**src/pkg/usx_regs.svh**
```systemverilog
/*
 register offsets, field positions, reset values and timing counts of the
 serial mode and transmit control block. assumes a 32-bit ahb-lite slave.
*/
`ifndef USX_REGS_SVH
`define USX_REGS_SVH
`define USX_OFF_TSC 8'h98
`define USX_OFF_RSC 8'h18
`define USX_OFF_TXD 8'h19
`define USX_OFF_BAUD 8'h9C
`define USX_OFF_DIR 8'h86
`define USX_TSC_CLKSRC 7
`define USX_TSC_NINE 6
`define USX_TSC_TXON 5
`define USX_TSC_SYNC 4
`define USX_TSC_HISPD 2
`define USX_TSC_EMPTY 1
`define USX_TSC_BIT9 0
`define USX_RSC_SERIAL_PORT_ENABLE 7
`define USX_RSC_SINGLE_RECEIVE_ENABLE 5
`define USX_RSC_CONTINUOUS_RECEIVE_ENABLE 4
`define USX_TSC_RESET 8'h02
`define USX_RSC_RESET 8'h00
`define USX_DIR_RESET 8'hFF
`define USX_BAUD_RESET 8'h00
`define USX_SYNC_DIV 4
`define USX_ASYNC_DIV_HI 16
`define USX_ASYNC_DIV_LO 64
`endif

```
**src/pkg/usx_pkg.sv**
```systemverilog
/*
 types of the serial mode and transmit control block.
 assumes usx_regs.svh holds the numeric constants.
*/
package usx_pkg;
  typedef enum logic [1:0] {USX_ASYNC, USX_SYNC_MASTER, USX_SYNC_SLAVE} usx_mode_e;
  typedef enum {USX_IDLE, USX_SHIFT, USX_STOP} usx_tx_state_e;
endpackage

```
**src/hdl/usx_mem.sv**
```systemverilog
/*
 small word memory with registered read data.
 assumes one write and one read port on the same clock.
*/
module usx_mem #(
  parameter int WIDTH = 9,
  parameter int DEPTH = 32,
  parameter int AW = $clog2(DEPTH)
) (
  input wire logic clk, // system clock
  input wire logic we, // write strobe
  input wire logic [AW-1:0] waddr, // write address
  input wire logic [WIDTH-1:0] wdata, // write data
  input wire logic [AW-1:0] raddr, // read address
  output logic [WIDTH-1:0] rdata // registered read data
);
  logic [WIDTH-1:0] mem [DEPTH];
  // =====================
  // storage
  always_ff @(posedge clk) begin
    if (we) begin
      mem[waddr] <= wdata;
    end
    rdata <= mem[raddr];
  end
endmodule

```
**src/hdl/usx_fifo.sv**
```systemverilog
/*
 valid/ready fifo with honest full and empty, on top of usx_mem.
 assumes a single clock; read data have one cycle of latency hidden by a
 show-ahead output register.
*/
module usx_fifo #(
  parameter int WIDTH = 9,
  parameter int DEPTH = 32
) (
  input wire logic clk, // system clock
  input wire logic arst_n, // async reset, low
  input wire logic in_valid, // word offered
  output logic in_ready, // room for a word
  input wire logic [WIDTH-1:0] in_data, // word in
  output logic out_valid, // word available
  input wire logic out_ready, // consumer takes word
  output logic [WIDTH-1:0] out_data // word out
);
  localparam int AW = $clog2(DEPTH);
  initial begin
    if (DEPTH < 2 || (1 << AW) != DEPTH) begin
      $error("usx_fifo depth must be a power of two");
    end
  end
  logic [AW:0] wptr, rptr;
  logic [AW-1:0] raddr;
  logic pend, out_v;
  logic [WIDTH-1:0] mdata, hold;
  // words held: memory, word in flight to the output register, output register
  wire [AW+1:0] used = {1'b0, wptr - rptr} + (AW+2)'(pend) + (AW+2)'(out_v);
  wire empty = (wptr == rptr);
  wire push = in_valid && in_ready;
  wire slot_free = !out_v || out_ready;
  wire pop = !empty && !pend && slot_free;
  assign in_ready = (used < (AW+2)'(DEPTH)); // never more than depth words in all
  assign raddr = rptr[AW-1:0];
  assign out_valid = out_v;
  assign out_data = hold;
  usx_mem #(.WIDTH(WIDTH), .DEPTH(DEPTH)) u_mem (
    .clk(clk), .we(push), .waddr(wptr[AW-1:0]), .wdata(in_data),
    .raddr(raddr), .rdata(mdata)
  );
  // =====================
  // pointers and show-ahead register
  always_ff @(posedge clk or negedge arst_n) begin
    if (!arst_n) begin
      wptr <= '0;
      rptr <= '0;
      pend <= 1'b0;
      out_v <= 1'b0;
      hold <= '0;
    end else begin
      if (push) wptr <= wptr + 1'b1;
      if (pop) rptr <= rptr + 1'b1;
      pend <= pop;
      if (pend) begin
        hold <= mdata;
        out_v <= 1'b1;
      end else if (out_ready) begin
        out_v <= 1'b0;
      end
    end
  end
endmodule

```
**src/hdl/usx_ctrl.sv**
```systemverilog
/*
 serial mode and transmit control: mode/control registers on ahb-lite,
 pin enabling, baud generation, a transmit shifter fed through a fifo.
 assumes a single master, word transfers, and pins sampled from outside.
*/
`include "usx_regs.svh"
// Summary of operation
// RULE1 - modes: asynchronous full duplex, synchronous master or slave, half duplex
// RULE2 - pins serve the port only with port enable and both direction bits set
// RULE3 - in sync mode clock source set means master, clear means external clock
// RULE4 - nine-bit select picks 9-bit characters, else 8-bit
// RULE5 - transmitter on bit enables the transmitter
// RULE6 - mode select bit set chooses synchronous, clear asynchronous
// RULE7 - in async mode speed select picks high or low baud rate
// RULE8 - shift-register-empty reads 1 when empty, 0 when holding data, resets 1
// RULE9 - bit 0 is sent as the ninth data bit in 9-bit mode
// RULE10 - in sync mode either receive enable overrides transmit enable
// RULE11 - sync bit rate is clock over four times divisor plus one
// RULE12 - sync slave shifts only on edges of the externally supplied clock
module usx_ctrl #(
  parameter int FIFO_DEPTH = 32
) (
  input wire logic clk, // 40 mhz system clock
  input wire logic arst_n, // async reset, low
  input wire logic hsel, // slave select
  input wire logic [31:0] haddr, // byte address
  input wire logic [1:0] htrans, // transfer type
  input wire logic hwrite, // write transfer
  input wire logic [2:0] hsize, // transfer size
  input wire logic [31:0] hwdata, // write data
  input wire logic hready, // bus ready in
  output logic hreadyout, // slave ready
  output logic hresp, // always okay
  output logic [31:0] hrdata, // read data
  input wire logic tx_clock_pin_in, // clock pin level
  output logic tx_clock_pin_out, // clock pin drive value
  output logic tx_clock_pin_oe, // clock pin driven
  input wire logic rx_data_pin_in, // data pin level
  output logic rx_data_pin_out, // data pin drive value
  output logic rx_data_pin_oe // data pin driven
);
  initial begin
    if (FIFO_DEPTH < 2) $error("usx_ctrl fifo too small");
  end
  // =====================
  // register bus
  logic [7:0] tsc, rsc, baud_divisor, portb_direction;
  logic shift_reg_empty;
  logic ap_wr, ap_rd;
  logic [7:0] ap_addr;
  wire ap_take = hsel && hready && htrans[1];
  wire sel_tsc = (ap_addr == `USX_OFF_TSC);
  wire sel_rsc = (ap_addr == `USX_OFF_RSC);
  wire sel_txd = (ap_addr == `USX_OFF_TXD);
  wire sel_baud = (ap_addr == `USX_OFF_BAUD);
  wire sel_dir = (ap_addr == `USX_OFF_DIR);
  wire [7:0] tsc_view = {tsc[7:4], 1'b0, tsc[2], shift_reg_empty, tsc[0]}; // RULE8
  wire [7:0] rd_mux = sel_tsc ? tsc_view : sel_rsc ? rsc : sel_baud ? baud_divisor :
    sel_dir ? portb_direction : 8'h00;
  logic fifo_in_ready;
  wire txd_wr = ap_wr && sel_txd;
  // stall a data write while the fifo is full
  assign hreadyout = !(txd_wr && !fifo_in_ready);
  assign hresp = 1'b0;
  // address phase capture
  always_ff @(posedge clk or negedge arst_n) begin
    if (!arst_n) begin
      ap_wr <= 1'b0;
      ap_rd <= 1'b0;
      ap_addr <= 8'h00;
    end else if (hreadyout) begin
      ap_wr <= ap_take && hwrite;
      ap_rd <= ap_take && !hwrite;
      ap_addr <= haddr[7:0];
    end
  end
  // read data register
  always_ff @(posedge clk or negedge arst_n) begin
    if (!arst_n) hrdata <= 32'h0000_0000;
    else if (ap_take && !hwrite) hrdata <= {24'h00_0000, next_rd(haddr[7:0])};
  end
  function automatic logic [7:0] next_rd(input logic [7:0] a);
    next_rd = (a == `USX_OFF_TSC) ? tsc_view : (a == `USX_OFF_RSC) ? rsc :
      (a == `USX_OFF_BAUD) ? baud_divisor : (a == `USX_OFF_DIR) ? portb_direction : 8'h00;
  endfunction
  // control registers
  always_ff @(posedge clk or negedge arst_n) begin
    if (!arst_n) begin
      tsc <= `USX_TSC_RESET;
      rsc <= `USX_RSC_RESET;
      baud_divisor <= `USX_BAUD_RESET;
      portb_direction <= `USX_DIR_RESET;
    end else if (ap_wr && hreadyout) begin
      if (sel_tsc) tsc <= hwdata[7:0] & 8'hF5;
      if (sel_rsc) rsc <= hwdata[7:0];
      if (sel_baud) baud_divisor <= hwdata[7:0];
      if (sel_dir) portb_direction <= hwdata[7:0];
    end
  end
  // =====================
  // mode decode
  wire serial_port_enable = rsc[`USX_RSC_SERIAL_PORT_ENABLE];
  wire port_on = serial_port_enable && portb_direction[2] && portb_direction[1]; // RULE2
  wire sync_mode = tsc[`USX_TSC_SYNC]; // RULE6
  wire clock_source_select = tsc[`USX_TSC_CLKSRC];
  wire rx_override = rsc[`USX_RSC_SINGLE_RECEIVE_ENABLE] || rsc[`USX_RSC_CONTINUOUS_RECEIVE_ENABLE];
  usx_pkg::usx_mode_e mode;
  assign mode = !sync_mode ? usx_pkg::USX_ASYNC : clock_source_select ? // RULE1
    usx_pkg::USX_SYNC_MASTER : usx_pkg::USX_SYNC_SLAVE; // RULE3
  wire transmitter_on = tsc[`USX_TSC_TXON] && !(sync_mode && rx_override); // RULE5 RULE10
  wire nine_bit_tx_select = tsc[`USX_TSC_NINE];
  wire high_speed_baud_select = tsc[`USX_TSC_HISPD];
  // =====================
  // pin synchronisers and baud generator
  logic [1:0] ck_sync, dt_sync;
  logic ck_last;
  always_ff @(posedge clk or negedge arst_n) begin
    if (!arst_n) begin
      ck_sync <= 2'b00;
      dt_sync <= 2'b00;
      ck_last <= 1'b0;
    end else begin
      ck_sync <= {ck_sync[0], tx_clock_pin_in};
      dt_sync <= {dt_sync[0], rx_data_pin_in};
      ck_last <= ck_sync[1];
    end
  end
  wire ext_fall = ck_last && !ck_sync[1]; // RULE12
  // sync: rate clk/(4(n+1)); async: 16(n+1) or 64(n+1) cycles per bit
  wire [15:0] div_sync = 16'(`USX_SYNC_DIV) * ({8'h00, baud_divisor} + 16'h0001); // RULE11
  wire [15:0] div_async = (high_speed_baud_select ? 16'(`USX_ASYNC_DIV_HI) :
    16'(`USX_ASYNC_DIV_LO)) * ({8'h00, baud_divisor} + 16'h0001); // RULE7
  wire [15:0] half_period = sync_mode ? {1'b0, div_sync[15:1]} : div_async;
  logic [15:0] bcnt;
  logic bclk;
  wire btick = (bcnt >= half_period - 16'h0001);
  always_ff @(posedge clk or negedge arst_n) begin
    if (!arst_n) begin
      bcnt <= 16'h0000;
      bclk <= 1'b1;
    end else if (btick) begin
      bcnt <= 16'h0000;
      bclk <= !bclk;
    end else begin
      bcnt <= bcnt + 16'h0001;
    end
  end
  wire int_fall = btick && bclk;
  // one shift step per bit time in each mode
  wire step = (mode == usx_pkg::USX_SYNC_SLAVE) ? ext_fall :
    (mode == usx_pkg::USX_SYNC_MASTER) ? int_fall : btick;
  // =====================
  // transmit fifo and shifter
  logic fifo_out_valid, fifo_pop;
  logic [8:0] fifo_out_data;
  usx_fifo #(.WIDTH(9), .DEPTH(FIFO_DEPTH)) u_fifo (
    .clk(clk), .arst_n(arst_n),
    .in_valid(txd_wr), .in_ready(fifo_in_ready),
    .in_data({tsc[`USX_TSC_BIT9], hwdata[7:0]}), // RULE9
    .out_valid(fifo_out_valid), .out_ready(fifo_pop), .out_data(fifo_out_data)
  );
  usx_pkg::usx_tx_state_e st;
  logic [10:0] transmit_shift_reg;
  logic [3:0] bits_left;
  logic tx_line;
  assign fifo_pop = (st == usx_pkg::USX_IDLE) && transmitter_on && port_on && fifo_out_valid;
  wire [3:0] frame_bits = nine_bit_tx_select ? 4'd9 : 4'd8; // RULE4
  always_ff @(posedge clk or negedge arst_n) begin
    if (!arst_n) begin
      st <= usx_pkg::USX_IDLE;
      transmit_shift_reg <= 11'h7FF;
      bits_left <= 4'h0;
      tx_line <= 1'b1;
      shift_reg_empty <= 1'b1;
    end else begin
      case (st)
        usx_pkg::USX_IDLE: begin
          if (fifo_pop) begin
            // in 8-bit frames the slot after the data is the stop bit
            transmit_shift_reg <= {1'b1, nine_bit_tx_select ? fifo_out_data[8] : 1'b1, fifo_out_data[7:0], 1'b0};
            bits_left <= sync_mode ? frame_bits : frame_bits + 4'd2;
            if (sync_mode) transmit_shift_reg <= {2'b11, fifo_out_data}; // no start bit in sync
            shift_reg_empty <= 1'b0; // RULE8
            st <= usx_pkg::USX_SHIFT;
          end
        end
        usx_pkg::USX_SHIFT: begin
          if (step) begin
            tx_line <= transmit_shift_reg[0];
            transmit_shift_reg <= {1'b1, transmit_shift_reg[10:1]};
            bits_left <= bits_left - 4'd1;
            if (bits_left == 4'd1) st <= usx_pkg::USX_STOP;
          end
        end
        usx_pkg::USX_STOP: begin
          if (step) begin
            tx_line <= 1'b1;
            shift_reg_empty <= 1'b1;
            st <= usx_pkg::USX_IDLE;
          end
        end
        default: st <= usx_pkg::USX_IDLE;
      endcase
    end
  end
  // =====================
  // pin drive
  wire busy = (st != usx_pkg::USX_IDLE);
  assign tx_clock_pin_out = sync_mode ? bclk : tx_line;
  assign tx_clock_pin_oe = port_on && (sync_mode ? (mode == usx_pkg::USX_SYNC_MASTER) :
    tsc[`USX_TSC_TXON]); // RULE2 RULE3
  assign rx_data_pin_out = tx_line;
  assign rx_data_pin_oe = port_on && sync_mode && transmitter_on && busy; // RULE10
  wire unused_ok = ap_rd ^ dt_sync[1] ^ (|hsize) ^ (|rd_mux) ^ (|haddr[31:8]);
endmodule

```
**config.mk**
```make
export PLATFORM = sky130hd
export DESIGN_NAME = usx_ctrl
export DESIGN_NICKNAME = d
export VERILOG_FILES = /design/src/pkg/usx_pkg.sv /design/src/hdl/usx_mem.sv /design/src/hdl/usx_fifo.sv /design/src/hdl/usx_ctrl.sv
export VERILOG_INCLUDE_DIRS = /design/src /design/src/pkg
export SDC_FILE = /design/constraint.sdc
export NUM_CORES = 1
export LEC_CHECK = 0
export ABC_AREA = 0
export BUFFER_PORTS_ARGS = -buffer_cell sky130_fd_sc_hd__buf_2
export CAP_MARGIN = 40
export CELL_PAD_IN_SITES_DETAIL_PLACEMENT = 0
export CELL_PAD_IN_SITES_GLOBAL_PLACEMENT = 1
export CORE_MARGIN = 8
export CORE_UTILIZATION = 31
export DETAILED_ROUTE_END_ITERATION = 8
export GPL_ROUTABILITY_DRIVEN = 1
export PLACE_DENSITY_LB_ADDON = 0.15
export SLEW_MARGIN = 20
export SYNTH_ARGS = -nofsm -noshare
export SYNTH_HDL_FRONTEND = slang
export SYNTH_HIERARCHICAL = 1
export SYNTH_SLANG_ARGS = --single-unit
```
**constraint.sdc**
```tcl
create_clock -name clk -period 12.1 [get_ports clk]
set_input_delay 2.42 -clock clk [delete_from_list [all_inputs] [get_ports clk]]
set_output_delay 2.42 -clock clk [all_outputs]
set_load 0.05 [all_outputs]
```
==> metrics <==
run status=finished, final reports clean; crit path launch type=flop; worst-path cell chain=ha_1, nand3_1, xnor2_1, nor2_1, a21oi_1, ha_1, ha_1, ha_1, ha_1, a211oi_1, a21oi_1, nor3b_2, nand2_2, xnor2_1, ha_1, a21oi_1, o21ai_0, a211oi_1, nand2_1, a2bb2oi_2, mux2_2; Switching Share=27.6%; TNS Setup=0 ps; Die H=259 um; Crit Path Max Fanout=17; Data arrival, critical path=7100 ps; worst slew pin tran=774 ps; H-tree depth=2; max-cap violations=0; GR Overflow Total=0; routed len/inst=roughly 21 um; sequential cell area fraction in the yosys report=63.4%; Hold Path Depth=0; row count=89; Max Fclk=150 MHz; fraction of final layout cells with drive strength greater than 1=approximately 29%; final WL=42700 um; routed vias=9812; CTS tree=yes; flop2flop setup slack=5450 ps; clk buf depth=3; IO Pins=between 100 and 150; worst endpoint required time=12560 ps; fin util=35.9%; Internal=2.69 mW; CTS Buf Count=45; Largest register FFs=about 290; CTS clk-pin slew, worst paths=around 60 ps; Avg Cell Area, Syn=16.0 um2; mapped cell area=18200 um2; global-route wire length before repair=65400 um; Post-synth top flop=edfxtp_1; Worst R2R Start=baud_divisor[0]; Crit Path Class=reg -> reg; top cells by area, synth=edfxtp_1, dfrtp_1, mux4_2; slowest stage delay, CP=740 ps; Final #Nets=1367; grt met3 use=approximately 2.0%; Worst slew margin=48.4%; combinational share of power=20.3%; number of global-route vias before repair=10400; leakage=around 7.6 nW; Synth Instances=approximately 1100; dpl hpwl=28900 um; Post-synth EDFFs=288; Clock Latency Late Sink=590 ps; WP buf/inv=0; post-synth cell types=82; part of the power in registers=43.8%; gpl congestion=a little over 0.7; clock share of power=35.9%; initial core utilization=31.1%; Syn. warnings=6; CTS Hold Bufs=0; Starting DRT DRC Count=approximately 560; worst vdd ir=around 0.11 mV; skew final=around 47 ps; fin. max-slew vios=0; period utilisation layout=54.9%; area grow syn2layout=15.3%; vias per cell=4.79; largest net degree at the start of global routing=62; Power Density=177 nW/um2; GRT Util Overall=12.7%; commonest cells after routing, fill and taps aside=edfxtp_1, mux4_2, nor2_1, dfrtp_1, mux2_2; Post-CTS Setup Bufs=0; Post-CTS Resized=0; worst hold endpoint=ck_sync[1]; initial antenna violation count=0; reg2reg end=bits_left[1]; final hold vios=0; final setup violation count=0; Seq cells post-synth=405; Sw Pwr=1.03 mW; largest area contributor in the netlist=edfxtp_1; most used routing layer=met2; Hold Path Class=reg -> reg; Tmin final=6650 ps; met1 usage=16.4%; unrepaired setup endpoints after global routing=false; top cell type's share of synthesized area=47.4%; asr flop ratio synth=26.7%; clk sinks=405; R2R cell count=21; Core Region=58600 um2; Critical Path Slowest Stage Cell=a2bb2oi_2; DRT Pass-1 Iters=4; antenna-violating nets left=0; Critical Path Most Common Cell=ha_1; Die ar.=66800 um2; GRT met2 Usage=22.1%; Clk Tree Root Cell=clkbuf_16; most common cell after layout, fill and taps aside=edfxtp_1; DRC=0; Crit. End Element=flop; IO buf count=35; Die W=259 um; dominant delay contributor by cell family on the critical path=adder cells; hold_sp=ck_sync[0]
==> final cells by class <==
type / count / area, um2
timing repair buffer: 86 / 652
inverter: 23 / 86.3
multi-input combinational: 676 / 6290
clock buffer: 58 / 1190
clock inverter: 26 / 255
fill: 5648 / 37600
tap: 773 / 967
sequential: 405 / 11600
antenna: 1 / 2.50
==> power groups by stage <==
stage               clock [mW]  sequential, mW  combinational [mW]
finish                    1.33            1.63               0.754
detailed placement           0            1.66               0.768
floorplan                    0            1.59               0.596
CTS                       1.38            1.64               0.770
global route              1.43            1.64               0.814
global placement             0            1.66               0.754
==> cell usage after synthesis (21+ instances only) <==
master / instances
o21ai_0: 25
dfrtp_1: 87
buf_4: 35
ha_1: 52
mux4_2: 90
inv_1: 23
a21oi_1: 34
xnor2_1: 24
nor2_1: 89
nand2_1: 48
nand3_1: 22
edfxtp_1: 288
mux2_2: 61
dfstp_2: 21
==> cells by family after synthesis <==
family	count (synthesis)	share of synthesized area, %
DFF	405	63.4
and+or+nand+nor	255	7.22
muxes	167	15.8
AOI/OAI and AO/OA	122	4.78
buffers and inverters	90	2.71
adders and majority gates	54	3.79
xor gates and xnor gates	46	2.29
other	1	0.0206
==> worst max-delay path by stage <==
stage | startpoint | end | slack, ps | cells past startpoint
floorplan | baud_divisor[3] | bits_left[1] | 6990 | 23
global route | baud_divisor[0] | bits_left[1] | 4990 | 22
finish | baud_divisor[0] | bits_left[1] | 5450 | 21
global placement | baud_divisor[0] | bits_left[1] | 5360 | 21
CTS | baud_divisor[2] | bits_left[1] | 5380 | 21
detailed placement | baud_divisor[2] | bits_left[1] | 5380 | 21
==> layer usage <==
layer | wire, um | part of all wire (%) | up-vias
li1 | - | - | 4571
met4 | 866 | 2.0 | 0
met2 | 21500 | 50 | 113
met5 | 0 | 0 | -
met3 | 1310 | 3.1 | 64
met1 | 19000 | 44 | 5064
==> metrics by stage <==
stage	power [mW]	area [um2]	setup WS, ps	instances	hold WS (ps)
global placement	2.42	19100	5360	1919	345
CTS	3.79	20900	5380	2042	358
global route	3.89	21000	4990	2047	361
floorplan	2.19	18300	6990	1171	331
finish	3.72	21000	5450	2048	355
detailed placement	2.43	19500	5380	1958	336
Power figures use the tool's default switching activity.
